**src/logic/dppa_defines.svh**
```systemverilog
`ifndef DPPA_DEFINES_SVH
`define DPPA_DEFINES_SVH
// Function
// - select lines 00/01 reach A port, direction, control
// - select lines 10/11 reach B port, direction, control
// - B port read returns register for outputs
// - separate open-drain low interrupt per side
// - A edge sets bit 7, bit 0 gates
// - A line edge sets bit 6, bit 3 gates
// - reading A port clears A flags
// - B flags set and gated like A
// - reading B port clears B flags
// - direction bit one means output line
// - B input lines leave driver off
// - bit 1 picks A edge polarity
// - bit 5 low makes A line input
// - A pulse mode pulses on port read
// - A handshake: edge in, read drops line
// - bits 5,4 high: line follows bit 3
// - B edge input behaves like A's
// - B line input modes match A's
// - B pulse triggers on port write
// - B handshake: write strobes, edge acknowledges
// - bit 4 picks line edge, bit 3 enables
// - A handshake edge raises, read lowers line
// - B handshake write lowers, edge raises line
// - pulse mode holds line low one cycle
`define DPPA_REG_RST 8'h00
`define DPPA_CR_EDGE_EN 0
`define DPPA_CR_EDGE_POL 1
`define DPPA_CR_PORT_SEL 2
`define DPPA_CR_LINE_B3 3
`define DPPA_CR_LINE_POL 4
`define DPPA_CR_LINE_OUT 5
`define DPPA_MODE_HSHAKE 3'h4
`define DPPA_MODE_PULSE 3'h5
`define DPPA_RS_PORT_A 2'h0
`define DPPA_RS_CTL_A 2'h1
`define DPPA_RS_PORT_B 2'h2
`define DPPA_RS_CTL_B 2'h3
`endif

```
**src/logic/dppa_pkg.sv**
```systemverilog
`include "dppa_defines.svh"
package dppa_pkg;
    typedef enum logic [2:0] {
        SEL_PORT_A,
        SEL_DIR_A,
        SEL_CTL_A,
        SEL_PORT_B,
        SEL_DIR_B,
        SEL_CTL_B
    } dppa_sel_t;

    typedef struct packed {
        logic phase2;
        logic cs1;
        logic cs2;
        logic cs3_n;
        logic sel_hi;
        logic sel_lo;
        logic rnw;
        logic [7:0] data;
        logic [7:0] pa;
        logic [7:0] pb;
        logic a_edge;
        logic a_line;
        logic b_edge;
        logic b_line;
    } dppa_pins_t;

    typedef struct packed {
        logic [5:0] cr;
        logic flag_edge;
        logic flag_line;
        logic edge_prev;
        logic line_prev;
        logic line_out;
        logic irq_act;
    } dppa_side_t;

    typedef struct packed {
        dppa_pins_t pins_s1;
        dppa_pins_t pins_s2;
        logic phase_prev;
        logic cyc_cs;
        logic cyc_hi;
        logic cyc_lo;
        logic cyc_rnw;
        logic [7:0] cyc_data;
        logic [7:0] dir_a;
        logic [7:0] dir_b;
        logic [7:0] data_a;
        logic [7:0] data_b;
        logic [7:0] bus_out;
        logic bus_oe;
        logic irq_lvl;
    } dppa_top_t;

    function automatic dppa_sel_t dppa_decode(input logic hi, input logic lo,
                                              input logic a_port, input logic b_port);
        dppa_sel_t s;
        s = SEL_CTL_B;
        unique case ({hi, lo})
            `DPPA_RS_PORT_A: s = a_port ? SEL_PORT_A : SEL_DIR_A;
            `DPPA_RS_CTL_A: s = SEL_CTL_A;
            `DPPA_RS_PORT_B: s = b_port ? SEL_PORT_B : SEL_DIR_B;
            `DPPA_RS_CTL_B: s = SEL_CTL_B;
        endcase
        return s;
    endfunction
endpackage

```
**src/logic/dppa_ctl_side.sv**
```systemverilog
`timescale 1ns/100ps
`include "dppa_defines.svh"
module dppa_ctl_side #(
    parameter bit TRIG_ON_WRITE = 1'b0
) (
    input wire logic core_clk_i,
    input wire logic rst_b_i,
    input wire logic edge_in_i,
    input wire logic line_in_i,
    input wire logic ctl_wr_i,
    input wire logic [7:0] ctl_wdata_i,
    input wire logic port_rd_i,
    input wire logic port_wr_i,
    output logic [7:0] ctl_o,
    output logic line_o,
    output logic line_oe_o,
    output logic irq_act_o
);
    dppa_pkg::dppa_side_t st_reg;
    dppa_pkg::dppa_side_t st_next;
    logic edge_hit;
    logic line_hit;
    logic trig;

    // inputs here are already synchronised by the top
    assign edge_hit = st_reg.cr[`DPPA_CR_EDGE_POL] ? (edge_in_i & ~st_reg.edge_prev)
                                                   : (~edge_in_i & st_reg.edge_prev);
    assign line_hit = ~st_reg.cr[`DPPA_CR_LINE_OUT] &
                      (st_reg.cr[`DPPA_CR_LINE_POL] ? (line_in_i & ~st_reg.line_prev)
                                                    : (~line_in_i & st_reg.line_prev));
    assign trig = TRIG_ON_WRITE ? port_wr_i : port_rd_i;

    always_comb begin
        st_next = st_reg;
        st_next.edge_prev = edge_in_i;
        st_next.line_prev = line_in_i;
        if (ctl_wr_i) begin
            st_next.cr = ctl_wdata_i[5:0];
        end
        // a new edge wins over the clearing read in the same cycle
        st_next.flag_edge = edge_hit | (st_reg.flag_edge & ~port_rd_i);
        st_next.flag_line = line_hit | (st_reg.flag_line & ~port_rd_i);
        if (!st_reg.cr[`DPPA_CR_LINE_OUT]) begin
            st_next.line_out = 1'b1;
        end else if (st_reg.cr[`DPPA_CR_LINE_POL]) begin
            st_next.line_out = st_reg.cr[`DPPA_CR_LINE_B3];
        end else if (st_reg.cr[`DPPA_CR_LINE_B3]) begin
            st_next.line_out = ~trig;
        end else if (edge_hit) begin
            // peripheral edge beats a same-cycle access so the handshake cannot stall
            st_next.line_out = 1'b1;
        end else if (trig) begin
            st_next.line_out = 1'b0;
        end
        st_next.irq_act = (st_next.flag_edge & st_next.cr[`DPPA_CR_EDGE_EN]) |
                          (st_next.flag_line & st_next.cr[`DPPA_CR_LINE_B3]);
    end

    always_ff @(posedge core_clk_i) begin
        if (!rst_b_i) begin
            st_reg <= '0;
            st_reg.line_out <= 1'b1;
        end else begin
            st_reg <= st_next;
        end
    end

    assign ctl_o = {st_reg.flag_edge, st_reg.flag_line, st_reg.cr};
    assign line_o = st_reg.line_out;
    assign line_oe_o = st_reg.cr[`DPPA_CR_LINE_OUT];
    assign irq_act_o = st_reg.irq_act;
endmodule // dppa_ctl_side

```
**src/logic/dppa_top.sv**
```systemverilog
`timescale 1ns/100ps
`include "dppa_defines.svh"
module dppa_top (
    input wire logic core_clk_i,
    input wire logic rst_b_i,
    input wire logic phase2_i,
    input wire logic chip_sel1_i,
    input wire logic chip_sel2_i,
    input wire logic chip_sel3_n_i,
    input wire logic select_low_i,
    input wire logic select_high_i,
    input wire logic read_not_write_i,
    input wire logic [7:0] bus_data_i,
    output logic [7:0] bus_data_o,
    output logic bus_data_oe_o,
    input wire logic [7:0] a_port_pins_i,
    output logic [7:0] a_port_pins_o,
    output logic [7:0] a_port_pins_oe_o,
    input wire logic [7:0] b_port_pins_i,
    output logic [7:0] b_port_pins_o,
    output logic [7:0] b_port_pins_oe_o,
    input wire logic a_edge_input_i,
    input wire logic b_edge_input_i,
    input wire logic a_control_line_i,
    output logic a_control_line_o,
    output logic a_control_line_oe_o,
    input wire logic b_control_line_i,
    output logic b_control_line_o,
    output logic b_control_line_oe_o,
    input wire logic a_interrupt_request_n_i,
    output logic a_interrupt_request_n_o,
    output logic a_interrupt_request_n_oe_o,
    input wire logic b_interrupt_request_n_i,
    output logic b_interrupt_request_n_o,
    output logic b_interrupt_request_n_oe_o
);
    dppa_pkg::dppa_top_t st_reg;
    dppa_pkg::dppa_top_t st_next;
    dppa_pkg::dppa_pins_t pins_raw;
    dppa_pkg::dppa_sel_t rd_sel;
    dppa_pkg::dppa_sel_t cm_sel;
    logic [7:0] a_cr;
    logic [7:0] b_cr;
    logic [7:0] a_view;
    logic [7:0] b_view;
    logic [7:0] rd_val;
    logic cs_now;
    logic rd_now;
    logic commit;
    logic cm_rd;
    logic cm_wr;
    logic a_port_rd;
    logic b_port_rd;
    logic b_port_wr;
    logic a_ctl_wr;
    logic b_ctl_wr;

    // every pin, bus strobes included, crosses two flops before use
    assign pins_raw.phase2 = phase2_i;
    assign pins_raw.cs1 = chip_sel1_i;
    assign pins_raw.cs2 = chip_sel2_i;
    assign pins_raw.cs3_n = chip_sel3_n_i;
    assign pins_raw.sel_hi = select_high_i;
    assign pins_raw.sel_lo = select_low_i;
    assign pins_raw.rnw = read_not_write_i;
    assign pins_raw.data = bus_data_i;
    assign pins_raw.pa = a_port_pins_i;
    assign pins_raw.pb = b_port_pins_i;
    assign pins_raw.a_edge = a_edge_input_i;
    assign pins_raw.a_line = a_control_line_i;
    assign pins_raw.b_edge = b_edge_input_i;
    assign pins_raw.b_line = b_control_line_i;

    assign cs_now = st_reg.pins_s2.cs1 & st_reg.pins_s2.cs2 & ~st_reg.pins_s2.cs3_n;
    assign rd_now = st_reg.pins_s2.phase2 & cs_now & st_reg.pins_s2.rnw;

    // access takes effect on the trailing edge of the phase-two strobe
    assign commit = st_reg.phase_prev & ~st_reg.pins_s2.phase2 & st_reg.cyc_cs;
    assign cm_rd = commit & st_reg.cyc_rnw;
    assign cm_wr = commit & ~st_reg.cyc_rnw;

    assign rd_sel = dppa_pkg::dppa_decode(st_reg.pins_s2.sel_hi, st_reg.pins_s2.sel_lo,
                                          a_cr[`DPPA_CR_PORT_SEL],
                                          b_cr[`DPPA_CR_PORT_SEL]);
    assign cm_sel = dppa_pkg::dppa_decode(st_reg.cyc_hi, st_reg.cyc_lo,
                                          a_cr[`DPPA_CR_PORT_SEL],
                                          b_cr[`DPPA_CR_PORT_SEL]);

    assign a_port_rd = cm_rd & (cm_sel == dppa_pkg::SEL_PORT_A);
    assign b_port_rd = cm_rd & (cm_sel == dppa_pkg::SEL_PORT_B);
    assign b_port_wr = cm_wr & (cm_sel == dppa_pkg::SEL_PORT_B);
    assign a_ctl_wr = cm_wr & (cm_sel == dppa_pkg::SEL_CTL_A);
    assign b_ctl_wr = cm_wr & (cm_sel == dppa_pkg::SEL_CTL_B);

    // A reads pins even on outputs, so a loaded output can read back wrong
    assign a_view = st_reg.pins_s2.pa;
    // B outputs read from the register, immune to heavy loads
    assign b_view = (st_reg.data_b & st_reg.dir_b) |
                    (st_reg.pins_s2.pb & ~st_reg.dir_b);

    always_comb begin
        rd_val = `DPPA_REG_RST;
        unique case (rd_sel)
            dppa_pkg::SEL_PORT_A: rd_val = a_view;
            dppa_pkg::SEL_DIR_A: rd_val = st_reg.dir_a;
            dppa_pkg::SEL_CTL_A: rd_val = a_cr;
            dppa_pkg::SEL_PORT_B: rd_val = b_view;
            dppa_pkg::SEL_DIR_B: rd_val = st_reg.dir_b;
            dppa_pkg::SEL_CTL_B: rd_val = b_cr;
        endcase
    end

    always_comb begin
        st_next = st_reg;
        st_next.pins_s1 = pins_raw;
        st_next.pins_s2 = st_reg.pins_s1;
        st_next.phase_prev = st_reg.pins_s2.phase2;
        st_next.irq_lvl = 1'b0;
        if (st_reg.pins_s2.phase2) begin
            st_next.cyc_cs = cs_now;
            st_next.cyc_hi = st_reg.pins_s2.sel_hi;
            st_next.cyc_lo = st_reg.pins_s2.sel_lo;
            st_next.cyc_rnw = st_reg.pins_s2.rnw;
            st_next.cyc_data = st_reg.pins_s2.data;
        end
        st_next.bus_oe = rd_now;
        if (rd_now) begin
            st_next.bus_out = rd_val;
        end
        if (cm_wr) begin
            unique case (cm_sel)
                dppa_pkg::SEL_PORT_A: st_next.data_a = st_reg.cyc_data;
                dppa_pkg::SEL_DIR_A: st_next.dir_a = st_reg.cyc_data;
                dppa_pkg::SEL_PORT_B: st_next.data_b = st_reg.cyc_data;
                dppa_pkg::SEL_DIR_B: st_next.dir_b = st_reg.cyc_data;
                dppa_pkg::SEL_CTL_A: st_next.irq_lvl = 1'b0;
                dppa_pkg::SEL_CTL_B: st_next.irq_lvl = 1'b0;
            endcase
        end
    end

    always_ff @(posedge core_clk_i) begin
        if (!rst_b_i) begin
            st_reg <= '0;
        end else begin
            st_reg <= st_next;
        end
    end

    dppa_ctl_side #(
        .TRIG_ON_WRITE(1'b0)
    ) u_side_a (
        .core_clk_i(core_clk_i),
        .rst_b_i(rst_b_i),
        .edge_in_i(st_reg.pins_s2.a_edge),
        .line_in_i(st_reg.pins_s2.a_line),
        .ctl_wr_i(a_ctl_wr),
        .ctl_wdata_i(st_reg.cyc_data),
        .port_rd_i(a_port_rd),
        .port_wr_i(1'b0),
        .ctl_o(a_cr),
        .line_o(a_control_line_o),
        .line_oe_o(a_control_line_oe_o),
        .irq_act_o(a_interrupt_request_n_oe_o)
    );

    // B pulses and handshakes on a port write rather than a read
    dppa_ctl_side #(
        .TRIG_ON_WRITE(1'b1)
    ) u_side_b (
        .core_clk_i(core_clk_i),
        .rst_b_i(rst_b_i),
        .edge_in_i(st_reg.pins_s2.b_edge),
        .line_in_i(st_reg.pins_s2.b_line),
        .ctl_wr_i(b_ctl_wr),
        .ctl_wdata_i(st_reg.cyc_data),
        .port_rd_i(b_port_rd),
        .port_wr_i(b_port_wr),
        .ctl_o(b_cr),
        .line_o(b_control_line_o),
        .line_oe_o(b_control_line_oe_o),
        .irq_act_o(b_interrupt_request_n_oe_o)
    );

    assign bus_data_o = st_reg.bus_out;
    assign bus_data_oe_o = st_reg.bus_oe;
    assign a_port_pins_o = st_reg.data_a;
    assign a_port_pins_oe_o = st_reg.dir_a;
    assign b_port_pins_o = st_reg.data_b;
    assign b_port_pins_oe_o = st_reg.dir_b;
    // open drain: level is always low, the enable carries the request
    assign a_interrupt_request_n_o = st_reg.irq_lvl;
    assign b_interrupt_request_n_o = st_reg.irq_lvl;
endmodule // dppa_top

```
**config.mk**
```make
export PLATFORM = sky130hd
export DESIGN_NAME = dppa_top
export DESIGN_NICKNAME = d
export VERILOG_FILES = /design/src/logic/dppa_pkg.sv /design/src/logic/dppa_ctl_side.sv /design/src/logic/dppa_top.sv
export VERILOG_INCLUDE_DIRS = /design/src /design/src/logic
export SDC_FILE = /design/constraint.sdc
export NUM_CORES = 1
export LEC_CHECK = 0
export BUFFER_PORTS_ARGS = -buffer_cell sky130_fd_sc_hd__buf_2
export CAP_MARGIN = 30
export CELL_PAD_IN_SITES_DETAIL_PLACEMENT = 1
export CELL_PAD_IN_SITES_GLOBAL_PLACEMENT = 2
export CORE_ASPECT_RATIO = 1.5
export CORE_MARGIN = 1.5
export CORE_UTILIZATION = 37
export CTS_BUF_LIST = sky130_fd_sc_hd__clkbuf_8
export DETAILED_ROUTE_END_ITERATION = 16
export PLACE_DENSITY = 0.87
export SLEW_MARGIN = 5
export SYNTH_ARGS = -nofsm -noshare
export SYNTH_HDL_FRONTEND = slang
export SYNTH_SLANG_ARGS = --single-unit
```
**constraint.sdc**
```tcl
create_clock -name core_clk_i -period 1.85 [get_ports core_clk_i]
set_input_delay 0.0925 -clock core_clk_i [delete_from_list [all_inputs] [get_ports core_clk_i]]
set_output_delay 0.0925 -clock core_clk_i [all_outputs]
set_load 0.05 [all_outputs]
```
# --- Word-level counts from Yosys, hierarchy flattened ---
# Index checks and enable logic that the tools add are counted.
# Widths: inputs -> output; s select.
word_totals:
  elab_cells: 161
  out_inout_bits: 49
  inputBits: 39
  regBits: 149
op_classes:
  n_bitwise: 57
  eq_ne: 16
  mux: 19
  n_reduce_logical: 12
op_table:
  columns: ["op", "count"]
  rows:
  - ["$pmux 8 s6", 1]
  - ["$and 1x1->1", 31]
  - ["$pmux 3 s4", 2]
  - ["$and 8x8->8", 2]
  - ["$not 1->1", 16]
  - ["$mux 1", 13]
  - ["$eq 3x2->1 const B", 4]
  - ["$eq 3x3->1 const B", 4]
  - ["$reduce_and 2->1", 6]
  - ["$eq 2x2->1 const B", 4]
  - ["$mux 4", 2]
  - ["$not 8->8", 1]
  - ["$or 8x8->8", 1]
  - ["$reduce_bool 4->1", 2]
  - ["$eq 3x1->1 const B", 2]
  - ["$logic_not 3->1", 2]
  - ["$or 1x1->1", 6]
  - ["$eq 2x1->1 const B", 2]
  - ["$logic_not 2->1", 2]
  - ["$mux 3", 1]

# --- Depth between registers and ports, before layout ---
logic_depth:
  word_depth: 10
  mapped_depth: 6
  depth_no_buf: 4

# --- Hierarchy ---
# A second synthesis with hierarchy kept.
unflattened:
  hier_cells: 566
  hier_area_um2: 5730.5
modules_own_cells:
  columns: ["mod", "area_per_inst_um2", "instances", "cells_each", "seq_area_each_um2"]
  rows:
  - ["dppa_top", 4668.2, 1, 461, 2482.4]
  - ["dppa_ctl_side at u_side_b", 533.0, 1, 53, 240.2]
  - ["dppa_ctl_side at u_side_a", 529.3, 1, 52, 240.2]

# --- Worst setup path before layout ---
# Ideal clock, no wire load.
synth_timing:
  kind: "reg2reg"
  start: "register st_reg (netlist bit st_next[54])"
  end: "register u_side_a.st_reg (netlist bit u_side_a.ctl_o[6])"
  path_buffers: 1
  path_slack_ns: 0.316
  synth_period_minus_slack_ns: 1.534
  t_required_ns: 1.735
  path_stages_with_launch: 6
  setup_time_ns: 0.115
  t_arrival_ns: 1.419
  path_cell_list: "dfxtp_1 -> buf_6 -> nand4b_1 -> or4b_1 -> o2bb2ai_1 -> and2_1"
synth_via:
  elab_chain_cells: 8
synth_lines:
  columns: ["element", "line", "source"]
  rows:
  - ["start: declaration", "dppa_top.sv:37", "dppa_pkg::dppa_top_t st_reg;"]
  - ["start signal: assignment", "dppa_top.sv:146", "st_reg <= st_next;"]
  - ["$not 1->1", "dppa_top.sv:78", "assign commit = st_reg.phase_prev & ~st_reg.pins_s2.phase2 & st_reg.cyc_cs;"]
  - ["$and 1x1->1 (2 in series)", "dppa_top.sv:78", null]
  - ["$and 1x1->1", "dppa_top.sv:79", "assign cm_rd = commit & st_reg.cyc_rnw;"]
  - ["$and 1x1->1", "dppa_top.sv:89", "assign a_port_rd = cm_rd & (cm_sel == dppa_pkg::SEL_PORT_A);"]
  - ["$not 1->1", "dppa_ctl_side.sv:42", "st_next.flag_line = line_hit | (st_reg.flag_line & ~port_rd_i);"]
  - ["$and 1x1->1", "dppa_ctl_side.sv:42", null]
  - ["$or 1x1->1", "dppa_ctl_side.sv:42", null]
  - ["end signal: assignment", "dppa_ctl_side.sv:64", "st_reg <= st_next;"]
  - ["end: declaration", "dppa_ctl_side.sv:19", "dppa_pkg::dppa_side_t st_reg;"]
# No other way between the ends.
# A chain may end at the register's enable or synchronous reset.

# --- Worst setup path in the final report ---
layout_timing:
  start: "register st_reg (netlist bit st_next[54])"
  end: "register u_side_a.st_reg (netlist bit u_side_a.irq_act_o)"
layout_via:
  elab_chain_cells: 10
  word_cells_on_any_way: 16
  cone_classes: "mux: 1; bitwise: 15"
layout_lines:
  columns: ["element", "line", "source"]
  rows:
  - ["$not 1->1 *", "dppa_top.sv:78", null]
  - ["$and 1x1->1 * (2 in series)", "dppa_top.sv:78", null]
  - ["$and 1x1->1", "dppa_top.sv:79", null]
  - ["$and 1x1->1", "dppa_top.sv:89", null]
  - ["$not 1->1", "dppa_ctl_side.sv:41, dppa_ctl_side.sv:42", null]
  - ["$and 1x1->1 (on tied branches)", "dppa_ctl_side.sv:41, dppa_ctl_side.sv:42", null]
  - ["$or 1x1->1 (on tied branches)", "dppa_ctl_side.sv:41, dppa_ctl_side.sv:42", null]
  - ["$and 1x1->1 (on tied branches)", "dppa_ctl_side.sv:55, dppa_ctl_side.sv:56", null]
  - ["$or 1x1->1 *", "dppa_ctl_side.sv:55", "st_next.irq_act = (st_next.flag_edge & st_next.cr[`DPPA_CR_EDGE_EN]) |"]
# Every way passes the cells marked *; elsewhere a longest branch is shown, timed or not.

==> impl_metrics.env <==
export IMPL_synth_largest_area_cell="dfxtp_1"
export IMPL_synth_edff_count=0
export IMPL_tns_ps=0
export IMPL_yosys_top_cells_area="dfxtp_1 53%, mux2i_1 11%, and2_1 8.6%"
export IMPL_final_common_cell="dfxtp_1"
export IMPL_cp_max_fo=6
export IMPL_setup_viol=0
export IMPL_area_growth_pct=20.3
export IMPL_root_buffer="clkbuf_8"
export IMPL_grt_pass1_wl_um=22000
export IMPL_grtUsageTotal_pct=18.5
export IMPL_slew_viol_final=0
export IMPL_cts_buffers_inserted=17
export IMPL_cts_clk_slew_worst_paths_ps=80
export IMPL_clk_latency_ps=440
export IMPL_netlist_instances=554
export IMPL_clock_skew_ps=6.27
export IMPL_synth_top_area_share_pct=53.2
export IMPL_die_h_um=153
export IMPL_grt_max_degree=50
export IMPL_placed_cell_area_um2=5920
export IMPL_io_buffers=83
export IMPL_core_area_um2=14700
export IMPL_dp_hpwl_um=9780
export IMPL_ant_nets=0
export IMPL_async_reset_ff_share_pct=0
export IMPL_globalplace_congestion=0.821
export IMPL_arrival_ps=2030
export IMPL_wl_per_cell_um=16.3
export IMPL_yosys_warnings=0
export IMPL_grt_pass1_vias=4297
export IMPL_firstDrtPassIters=4
export IMPL_ys_seq_area_share_pct=53.2
export IMPL_die_w_um=103
export IMPL_powerDensity_nw_per_um2=912
export IMPL_instances_no_fill=844
export IMPL_cpPeakStageDelay_ps=560
export IMPL_layout_common_cells="148 x dfxtp_1, 83 x buf_2, 77 x and2_1"
export IMPL_n_fill_cell=1659
export IMPL_start_kind="register"
export IMPL_path_class="reg2reg"
export IMPL_diodes=0
export IMPL_fin_crit_sh_pct=92.7
export IMPL_drc=0
export IMPL_post_route_min_period_ps=1720
export IMPL_grt_ovfl_total=0
export IMPL_worst_hold_path_type="in2reg"
export IMPL_slew_headroom_pct=64.9
export IMPL_power_leakage_uw=0.00279
export IMPL_worst_pin_slew_ps=524
export IMPL_rsz0062_at_grt="no"
export IMPL_start_util_pct=38.0
export IMPL_cp_cell_sequence="nand4b_1, or4b_4, a22oi_1, o2bb2ai_1"
export IMPL_largest_register_ff_count=39
export IMPL_fmax_mhz=583
export IMPL_fin_area_um2=6700
export IMPL_ys_flop_type="dfxtp_1"
export IMPL_io_pins=88
export IMPL_drive_gt1_share_pct=22.5
export IMPL_synthDistinctLibCells=44
export IMPL_cp_required_ps=2160
export IMPL_rows=54
export IMPL_drt_total_wl_um=13800
export IMPL_antenna_found_initial=0
export IMPL_syn_area_um2=5570
export IMPL_vias_per_cell=4.76
export IMPL_via_count=4020
export IMPL_cts_htree_levels=4
export IMPL_outcome="finished clean"
export IMPL_cts_buffer_depth=2
export IMPL_cts_tree="built"
export IMPL_placedCellCount=777
export IMPL_die_area_um2=15800
export IMPL_cp_end_kind="register"
export IMPL_post_cts_buffers=0
export IMPL_cts_sinks=148
export IMPL_final_nets=674
export IMPL_ir_drop_mv=0.385
export IMPL_drtIter0Drc=95
export IMPL_avgSynthCellArea_um2=10.1
export IMPL_maxCapViolCount=0
export IMPL_ys_ff_latch=148
export IMPL_hold_violations=0
export IMPL_slowest_stage="or4b_4"
where the power goes:
group / internal [µW] / switching [µW]
clock network: 1360 / 1190
registers: 3260 / 37.0
logic: 146 / 120
total: 4770 / 1350
worst max-delay path: cells and delay by family (launching register included):
kind               cells  cell delay (ps)
and+or+nand+nor        2              820
DFF                    1              390
AOI/OAI and AO/OA      2              390
cells in the mapped netlist (all sizes together), types with 2 or more instances:
cell type and n:
a211oi 6, a21oi 17, a22oi 3, a2bb2oi 2, a31oi 2, and2 77, and3 2, and3b 2
buf 48, clkbuf 24, dfxtp 148, inv 8, mux2i 62, nand2 28, nand2b 10, nand3 2
nand3b 4, nor2 62, nor3b 2, o2111ai 2, o211ai 6, o21ai 18, o22ai 2, o2bb2ai 2
final cells by class:
class	count	area, µm²	area share, %
well taps	196	245	3.66
multi-input cells	327	2160	32.3
clock inverters	14	161	2.41
flip-flops and latches	148	2960	44.2
clock buffers	18	248	3.70
repair buffers	133	891	13.3
inverters	8	30.0	0.448
routing by layer:
layer | vias up | share of wire [%] | global-route usage, %
li1 | 1948 | - | -
met1 | 1940 | 40 | 20.5
met2 | 90 | 51 | 31.5
met3 | 42 | 3.4 | 4.53
met4 | 0 | 5.2 | 10.7
met5 | - | 0 | 0
through the flow:
| step | power [µW] | setup slack, ps | hold WS [ps] | utilization [%] |
|---|---|---|---|---|
| after floorplan | 3490 | 316 | 220 | - |
| after global placement | 3570 | 178 | 301 | 40.4 |
| after detailed placement | 3590 | 59.9 | 304 | 40.4 |
| after CTS | 6200 | 9.14 | 96.4 | 45.6 |
| after global routing | 6360 | 30.7 | 121 | 45.7 |
| final | 6110 | 135 | 107 | 45.7 |
logic make-up after synthesis:
family | count (synthesis) | share of synthesized area [%]
and+or+nand+nor | 199 | 19.6
muxes | 64 | 11.7
AOI/OAI and AO/OA | 62 | 6.90
buffers and inverters | 80 | 8.51
other | 1 | 0.0673
DFF | 148 | 53.2
path summary, 6_finish.rpt:
kind                                  start                 end  slack, ps  depth (start not counted)
worst max-delay path            st_next[54]  u_side_a.irq_act_o        130                          4
worst min-delay path                rst_b_i   u_side_a.ctl_o[7]        110                          4
worst max register to register  st_next[54]  u_side_a.irq_act_o        130                          4
worst min register to register  st_next[59]          st_reg[59]        440                          1
repair_timing:
item,in CTS,in global routing
resized for setup,0,5
hold buffers,35,0
hold endpoints to repair,35,0
setup endpoints to repair,0,9
Power figures use the tool's default switching activity.
